`config.mk`:
```
export PLATFORM = sky130hd
export DESIGN_NAME = pic_priority_interrupt_unit
export DESIGN_NICKNAME = d
export VERILOG_FILES = /design/src/pic_pkg.sv /design/src/pic_priority_interrupt_unit.sv
export VERILOG_INCLUDE_DIRS = /design/src
export SDC_FILE = /design/constraint.sdc
export NUM_CORES = 2
export LEC_CHECK = 0
export ABC_AREA = 1
export ABC_CLOCK_PERIOD_IN_PS = 164000
export BUFFER_PORTS_ARGS = -buffer_cell sky130_fd_sc_hd__buf_2
export CAP_MARGIN = 20
export CORE_AREA = 2 2 411 311
export CTS_CLUSTER_SIZE = 14
export DETAILED_ROUTE_END_ITERATION = 16
export DIE_AREA = 0 0 413 313
export PLACE_DENSITY = 0.56
export SLEW_MARGIN = 10
export SYNTH_ARGS = -nofsm -noshare
export SYNTH_HDL_FRONTEND = slang
export SYNTH_SLANG_ARGS = --single-unit
```
`constraint.sdc`:
```
create_clock -name clk -period 164 [get_ports clk]
set_input_delay 8.2 -clock clk [delete_from_list [all_inputs] [get_ports clk]]
set_output_delay 8.2 -clock clk [all_outputs]
set_load 0.03 [all_outputs]
```
`src/pic_defines.svh`:
```
`ifndef PIC_DEFINES_SVH
`define PIC_DEFINES_SVH

// Source count, vector and priority widths
`define PIC_NUM_SRC      128
`define PIC_VEC_W        9
`define PIC_PRIO_W       4
`define PIC_NUM_LEVELS   16
`define PIC_NUM_SW       8
`define PIC_SW_IDX_W     3
`define PIC_SRC_IDX_W    7
`define PIC_SP_W         5

// Reset values
`define PIC_PRIO_RST     4'h0
`define PIC_MASK_RST     4'h0

`endif

```
`src/pic_pkg.sv`:
```
`default_nettype none
`include "pic_defines.svh"

package pic_pkg;
  typedef logic [`PIC_PRIO_W-1:0]    pic_prio_type;
  typedef logic [`PIC_VEC_W-1:0]     pic_vec_type;
  typedef logic [`PIC_SRC_IDX_W-1:0] pic_idx_type;
endpackage : pic_pkg

`default_nettype wire

```
`src/pic_priority_interrupt_unit.sv`:
```
`timescale 1ns/1ps
`default_nettype none
`include "pic_defines.svh"

module pic_priority_interrupt_unit #(
  parameter int NUM_SRC = `PIC_NUM_SRC,
  parameter int NUM_SW  = `PIC_NUM_SW
) (
  input  wire logic                       clk,
  input  wire logic                       sys_rst,
  input  wire logic [NUM_SRC-1:0]         irq_src,
  input  wire logic                       prio_wr_en,
  input  wire pic_pkg::pic_idx_type       prio_wr_index,
  input  wire pic_pkg::pic_prio_type      prio_wr_data,
  input  wire logic                       mask_wr_en,
  input  wire pic_pkg::pic_prio_type      mask_wr_data,
  input  wire logic                       sw_set_en,
  input  wire logic                       sw_clr_en,
  input  wire logic [`PIC_SW_IDX_W-1:0]   sw_index,
  input  wire logic                       core_ack,
  input  wire logic                       core_eoi,
  input  wire logic                       nmi_in,
  output logic                            irq_req,
  output pic_pkg::pic_vec_type            irq_vector,
  output pic_pkg::pic_prio_type           irq_prio,
  output pic_pkg::pic_prio_type           cur_mask,
  output pic_pkg::pic_prio_type           svc_prio,
  output logic [NUM_SW-1:0]               sw_flags,
  output logic                            critical_irq
);

  // ----------------------------------------------------------------
  // Helpers
  // ----------------------------------------------------------------
  function automatic pic_pkg::pic_prio_type pic_max(input pic_pkg::pic_prio_type a,
                                                    input pic_pkg::pic_prio_type b);
    pic_max = (a > b) ? a : b;
  endfunction : pic_max

  // One-hot select of a software flag; shared by set, clear and the ack clear
  function automatic logic [NUM_SW-1:0] pic_sw_sel(input logic [`PIC_SW_IDX_W-1:0] idx);
    pic_sw_sel      = '0;
    pic_sw_sel[idx] = 1'b1;
  endfunction : pic_sw_sel

  // ----------------------------------------------------------------
  // State
  // ----------------------------------------------------------------
  pic_pkg::pic_prio_type prio_tab [NUM_SRC];
  pic_pkg::pic_prio_type next_prio_tab [NUM_SRC];
  pic_pkg::pic_prio_type prio_stack [`PIC_NUM_LEVELS];
  pic_pkg::pic_prio_type next_prio_stack [`PIC_NUM_LEVELS];
  logic [`PIC_SP_W-1:0]  sp;
  logic [`PIC_SP_W-1:0]  next_sp;
  pic_pkg::pic_prio_type next_cur_mask;
  pic_pkg::pic_prio_type next_svc_prio;
  logic [NUM_SW-1:0]     next_sw_flags;
  logic                  next_irq_req;
  pic_pkg::pic_vec_type  next_irq_vector;
  pic_pkg::pic_prio_type next_irq_prio;
  logic [NUM_SRC-1:0]    pending;
  pic_pkg::pic_prio_type win_prio;
  pic_pkg::pic_idx_type  win_idx;
  logic                  win_valid;
  pic_pkg::pic_prio_type threshold;
  logic                  ack_taken;
  logic                  ack_is_sw;

  // ----------------------------------------------------------------
  // Arbitration
  // ----------------------------------------------------------------
  // Software flags are ORed onto the low sources so they arbitrate like peripherals
  always_comb begin
    pending = irq_src;
    pending[NUM_SW-1:0] = irq_src[NUM_SW-1:0] | sw_flags;
  end

  // Scan from the top index down so the lowest index wins a tie
  always_comb begin
    win_prio  = `PIC_PRIO_RST;
    win_idx   = '0;
    win_valid = 1'b0;
    for (int i = NUM_SRC - 1; i >= 0; i--) begin
      if (pending[i] && (!win_valid || prio_tab[i] >= win_prio)) begin
        win_prio  = prio_tab[i];
        win_idx   = pic_pkg::pic_idx_type'(i);
        win_valid = 1'b1;
      end
    end
  end

  // Running service level keeps equal and lower levels out, higher ones preempt
  assign threshold = pic_max(cur_mask, svc_prio);

  // A request is taken only while the line is up; an ack on an idle line is ignored
  assign ack_taken = core_ack && irq_req;
  assign ack_is_sw = irq_vector < pic_pkg::pic_vec_type'(NUM_SW);

  // ----------------------------------------------------------------
  // Next values and registers, one pair per group of state except the non-maskable path, a single flop
  // ----------------------------------------------------------------
  // Priority table: one entry rewritten per write pulse
  always_comb begin
    next_prio_tab = prio_tab;
    if (prio_wr_en) begin
      next_prio_tab[prio_wr_index] = prio_wr_data;
    end
  end

  always_ff @(posedge clk) begin
    if (sys_rst) begin
      for (int i = 0; i < NUM_SRC; i++) begin
        prio_tab[i] <= `PIC_PRIO_RST;
      end
    end else begin
      prio_tab <= next_prio_tab;
    end
  end

  // Mask: the ceiling level that software raises around shared resources
  always_comb begin
    next_cur_mask = cur_mask;
    if (mask_wr_en) begin
      next_cur_mask = mask_wr_data;
    end
  end

  always_ff @(posedge clk) begin
    if (sys_rst) begin
      cur_mask <= `PIC_MASK_RST;
    end else begin
      cur_mask <= next_cur_mask;
    end
  end

  // Software flags: clear, then the ack clear, then set, so a same-cycle set wins
  always_comb begin
    next_sw_flags = sw_flags;
    if (sw_clr_en) begin
      next_sw_flags = next_sw_flags & ~pic_sw_sel(sw_index);
    end
    if (ack_taken && ack_is_sw) begin
      next_sw_flags = next_sw_flags & ~pic_sw_sel(irq_vector[`PIC_SW_IDX_W-1:0]);  // Taken by core
    end
    if (sw_set_en) begin
      next_sw_flags = next_sw_flags | pic_sw_sel(sw_index);
    end
  end

  always_ff @(posedge clk) begin
    if (sys_rst) begin
      sw_flags <= '0;
    end else begin
      sw_flags <= next_sw_flags;
    end
  end

  // Service stack: an ack pushes the running level, an end of interrupt pops it.
  // Each push needs a strictly higher level, so fifteen nested services at most;
  // the depth guard only protects against a core that acks outside the protocol.
  always_comb begin
    next_prio_stack = prio_stack;
    next_sp         = sp;
    next_svc_prio   = svc_prio;
    // Acknowledge takes priority over end of interrupt in the same cycle
    if (ack_taken) begin
      if (sp < `PIC_SP_W'(`PIC_NUM_LEVELS)) begin
        next_prio_stack[sp[`PIC_SP_W-2:0]] = svc_prio;
        next_sp = sp + `PIC_SP_W'(1);
      end
      next_svc_prio = irq_prio;
    end else if (core_eoi && sp != '0) begin
      next_svc_prio = prio_stack[sp[`PIC_SP_W-2:0] - 4'h1];
      next_sp = sp - `PIC_SP_W'(1);
    end
  end

  always_ff @(posedge clk) begin
    if (sys_rst) begin
      for (int j = 0; j < `PIC_NUM_LEVELS; j++) begin
        prio_stack[j] <= `PIC_PRIO_RST;
      end
      sp       <= '0;
      svc_prio <= `PIC_PRIO_RST;
    end else begin
      prio_stack <= next_prio_stack;
      sp         <= next_sp;
      svc_prio   <= next_svc_prio;
    end
  end

  // Request line and vector; the vector is the source index, unique per source
  always_comb begin
    next_irq_req    = win_valid && (win_prio > threshold);
    next_irq_vector = pic_pkg::pic_vec_type'(win_idx);
    next_irq_prio   = win_prio;
    // Drop the line for one cycle so the core never takes the same request twice
    if (ack_taken) begin
      next_irq_req = 1'b0;
    end
  end

  always_ff @(posedge clk) begin
    if (sys_rst) begin
      irq_req    <= 1'b0;
      irq_vector <= '0;
      irq_prio   <= `PIC_PRIO_RST;
    end else begin
      irq_req    <= next_irq_req;
      irq_vector <= next_irq_vector;
      irq_prio   <= next_irq_prio;
    end
  end

  // Non-maskable path: a single flop, no arbitration or mask in the way
  always_ff @(posedge clk) begin
    if (sys_rst) begin
      critical_irq <= 1'b0;
    end else begin
      critical_irq <= nmi_in;  // Bypasses arbitration and mask
    end
  end

endmodule : pic_priority_interrupt_unit

`default_nettype wire

```
Word level (Yosys, flattened, before mapping). Cells that the tools add are included.

Bitwise logic cells: 9. Equality and inequality tests: 1. $add $sub $neg: 3. Reduce and logical (&&, ||, !) cells: 401. Muxes and demuxes: 405. Order comparisons: 140.

Operator list (number): $mux 4 (143); $bwmux 512 (1); $ge 4x4->1 (127); $mux 7 (64); $mux 6 (32); $logic_and 1x1->1 (135); $mux 1 (131); $logic_not 1->1 (127); $logic_or 1x1->1 (127); $mux 5 (19); $reduce_or 65->1 (1); $bwmux 64 (1); $reduce_or 33->1 (1); $demux 4 s7 (1); $mux 8 (3); $reduce_or 17->1 (1); $and 8x8->8 (2); $bmux 4 s4 (1); $demux 4 s4 (1); $not 8->8 (2); $or 8x8->8 (2); $mux 3 (4); $ge 5x5->1 const B (2); $not 4->5 (2); 22 further kinds (29).

Output and inout port bits: 31. Bits in registers: 612.

Logic depth before layout (Yosys ltp).
Word-level depth: 511. Depth in mapped cells: 1448. Mapped depth without buffers: 1420.

Least setup slack after synthesis. No wires, ideal clock.

Path type: input -> register. Start: input port irq_src[127]. End: register irq_req. Stages: 1311. Data required time: 163883 ps. Arrival time: 143179 ps. Slack: 20704 ps. Path buffers: 29. Library setup time: 117 ps. Path through: nand2_1 -> ha_1 -> nand2_1 -> inv_2 -> nand2_1 -> nand4_1 -> nand2_1 -> inv_1 -> o21ai_0 -> inv_1 -> ha_1 -> nand2_1 -> inv_1 -> nand3_1 -> nand4_1 -> nand2_1 -> nand2_1 -> o21ai_0 -> (+1275 left out) -> nand2_2 -> and2_1 -> ha_1 -> o21a_1 -> o21a_1 -> o21ai_0 -> nand3b_1 -> o21ai_4 -> or2_2 -> nand2_1 -> inv_1 -> ha_1 -> inv_1 -> nor2_1 -> o211ai_1 -> nand2_1 -> o2111ai_1 -> inv_1.

RTL lines: start: declaration (line pic_priority_interrupt_unit.sv:11) `input wire logic [NUM_SRC-1:0] irq_src,`; end signal: assignment (line pic_priority_interrupt_unit.sv:209) `irq_req <= next_irq_req;`; end: declaration (line pic_priority_interrupt_unit.sv:23) `output logic irq_req,`.

==> results.yml <==
synthesis:
  syn_area_mm2: 0.04361
  syn_avg_cell_area_um2: 6.422
  syn-instance-count: 6790
  ys_seq_elements: 610
  yosysSeqAreaShare: 0.2800
  ys_top_cells_by_area: "dfxtp_1, o21ai_0, ha_1, nand2_1, inv_1"
  synth_cell_types: 59
  yosysWarningCount: 0
  synthArstFlopShare: 0
  yosysTopAreaCell: "dfxtp_1"
  synth_edf_count: 0
  yosys.area.top_type_share: 0.2800
  ys.flop_type: "dfxtp_1"
timing:
  finalCritPeriodShare: 0.9050
  setup_violations: 0
  final-hold-violation-count: 0
  post-route-min-period_ps: 148410
  slew_violations: 0
  postLayoutSetupSlackWorst_ps: 15590
  max-slew-margin-rel: 0.2723
  skew_ps: 16.01
  worstMarginPinSlew_ps: 1092
  fmax_ghz: 0.006738
worst_hold_path:
  hold_class: "reg2reg"
  hp-start: "prio_tab[6]$_SDFFE_PP0P_"
  hold_path_depth: 2
  whs_endpoint: "prio_tab[6]$_SDFFE_PP0P_"
clock_network:
  clock_latency_ps: 680
  htree_levels: 3
  cts_hold_buf: 0
  cts_buffers: 75
  cts_sinks: 610
  cts_tree: "done"
  cts_buffer_depth: 3
  root_buffer: "clkbuf_16"
  path_clk_slew_ps: 60
die:
  die_h_um: 313
  die_area_mm2: 0.1293
  die_width_um: 413
  initial_utilization: 0.3473
  fp.coreArea_mm2: 0.1256
  ios: 186
  rows: 113
detailed_routing:
  num_vias: 43470
  drc: 0
  avgRoutedWirePerCell_um: 16.09
  dr.pass1.iters: 6
  routed_wl_um: 142400
  route.antenna.remaining_nets: 0
  avgViaCountPerCell: 4.911
  dr.first_iter.drc_count: 3204
critical_path:
  worstPathArrival_ps: 148980
  cp_top_family: "simple AND/OR/NAND/NOR gates"
  crit_fanout: 11
  path_class: "in2reg"
  reg2regPathDepth: 1283
  slowest_delay_ps: 330
  r2r-end: "irq_req$_SDFF_PP0_"
  timing.rr.start: "prio_tab[3]$_SDFFE_PP0P_"
  endpoint_kind: "flop"
  cp.required_ps: 164570
  ff2ff_setup_slack_ps: 22970
  crit_slowest_cell: "ha_1"
  cp-start-kind: "primary input"
  path_buf_inv: 114
  crit_top_cell: "nand2_1"
grt:
  grt_pass1_wl_um: 215500
  grtUsageTotal: 0.2103
  grt_pass1_vias: 38110
  grt.overflow.total: 0
  grt_antenna_before_repair: 27
  grt_max_degree: 260
finish:
  instances_no_fill: 8851
  syn2layout_area_growth_pct: 17.35
  fin_nets: 7671
  drive_above_1_share: 0.1584
  fillers: 13230
  design_area_mm2: 0.05117
  final_util: 0.4076
job:
  max_cap_violations: 0
status:
  run_status: "finished clean"
placed_design:
  dp_cells: 8483
  placed_area_mm2: 0.04589
  gp_congestion: 0.9300
  dpl.hpwl_um: 101300
  portBuffers: 183
  place_ws_ps: -315.3
[final cells by class]
class / instances / area (um2) / share of cell area
repair buffers: 413 / 2698 / 0.05272
clock inverters: 29 / 419.2 / 0.008191
diodes: 14 / 35.03 / 0.0006846
well taps: 1667 / 2086 / 0.04076
clock buffers: 107 / 2200 / 0.04298
flip-flops and latches: 610 / 12210 / 0.2386
multi-input cells: 4930 / 27380 / 0.5351
inverters: 1081 / 4141 / 0.08093
[sequential cells by signal, indices dropped and copies added (netlist names)]
signal,flops
prio_tab,512
prio_stack,64
sw_flags,8
irq_vector,7
sp,5
cur_mask,4
irq_prio,4
svc_prio,4
critical_irq,1
irq_req,1
[Yosys cell counts, drive strengths merged (5+ instances only)]
master	instances
nand2	1458
o21ai	1247
inv	1064
nor2	876
dfxtp	610
ha	404
a21oi	391
nand3	333
clkbuf	126
nor3	59
buf	54
nand4	28
or2	23
o211ai	16
clkinv	13
o221ai	10
mux2i	9
nor4	8
o32ai	7
a311oi	6
o2111ai	6
a31oi	5
and2	5
[routing by layer]
layer | up-vias | routed length [um] | GRT usage
met4 | 6 | 3343 | 0.05504
met5 | - | 41 | 0
met2 | 938 | 58180 | 0.3040
met3 | 191 | 9693 | 0.04417
met1 | 19650 | 71160 | 0.3126
li1 | 22680 | - | -
[worst register-to-register path, delay by kind of cell (launching register included)]
family / cells / cell delay [ps]
fa+ha+maj: 128 / 33580
simple gates: 625 / 52540
compound gates: 368 / 44660
flops: 1 / 330
buf+inv: 162 / 9940
[per-stage QoR]
| step | hold WS [ps] | setup TNS [ps] |
|---|---|---|
| 2_1_floorplan | 443.2 | 0 |
| 3_3_place_gp | 459.8 | 0 |
| 3_5_place_dp | 459.7 | -315.3 |
| 4_1_cts | 471.4 | 0 |
| 5_1_grt | 498.6 | -2757 |
| 6_report | 474.8 | 0 |
[cell usage in the layout, fill, tap and decap left out, drive strengths merged, types with 2 or more instances in the layout]
cell type  count
or2           23
nand3        333
diode         14
nor4           8
dfxtp        610
o221ai        10
o211ai        16
ha           404
xnor2          4
nor3b          2
nand4         28
nand2       1468
nor2         876
o21a           4
a31oi          5
buf          413
inv         1067
o32ai          7
a311oi         6
mux2i          9
clkinvlp       3
and2           5
clkbuf       107
nand3b         3
o2111ai        6
a2111oi        2
clkinv        27
a211oi         2
a21boi         3
o21ai       1247
a21oi        391
nor3          59
bufinv        13
conb           2
[worst max-delay path by stage]
stage,startpoint,to,cells after the start
floorplan,irq_src[127],irq_req$_SDFF_PP0_,1189
global placement,irq_src[127],irq_req$_SDFF_PP0_,1189
detailed placement,irq_src[127],irq_req$_SDFF_PP0_,826
CTS,irq_src[127],irq_req$_SDFF_PP0_,807
global route,irq_src[127],irq_req$_SDFF_PP0_,802
finish,irq_src[127],irq_req$_SDFF_PP0_,807
[cell families after synthesis]
family          after synthesis  synth area share
simple gates               2796            0.2840
mux                           9          0.002066
other cells                   1        0.00008599
flops                       610            0.2800
xor+xnor                      5          0.001004
compound gates             1703            0.2006
fa+ha+maj                   405            0.1164
buf+inv                    1261            0.1158
[timing repair]
item,4_1_cts,5_1_grt
gates cloned,0,10
pin swaps,0,143
resized for setup,6,512
setup endpoints to repair,1,12
endpoints found under the hold margin,0,0
buffers inserted,0,207
Power is not shown: default switching activity piles up to over one toggle a cycle in this logic, so the estimate is an artifact.
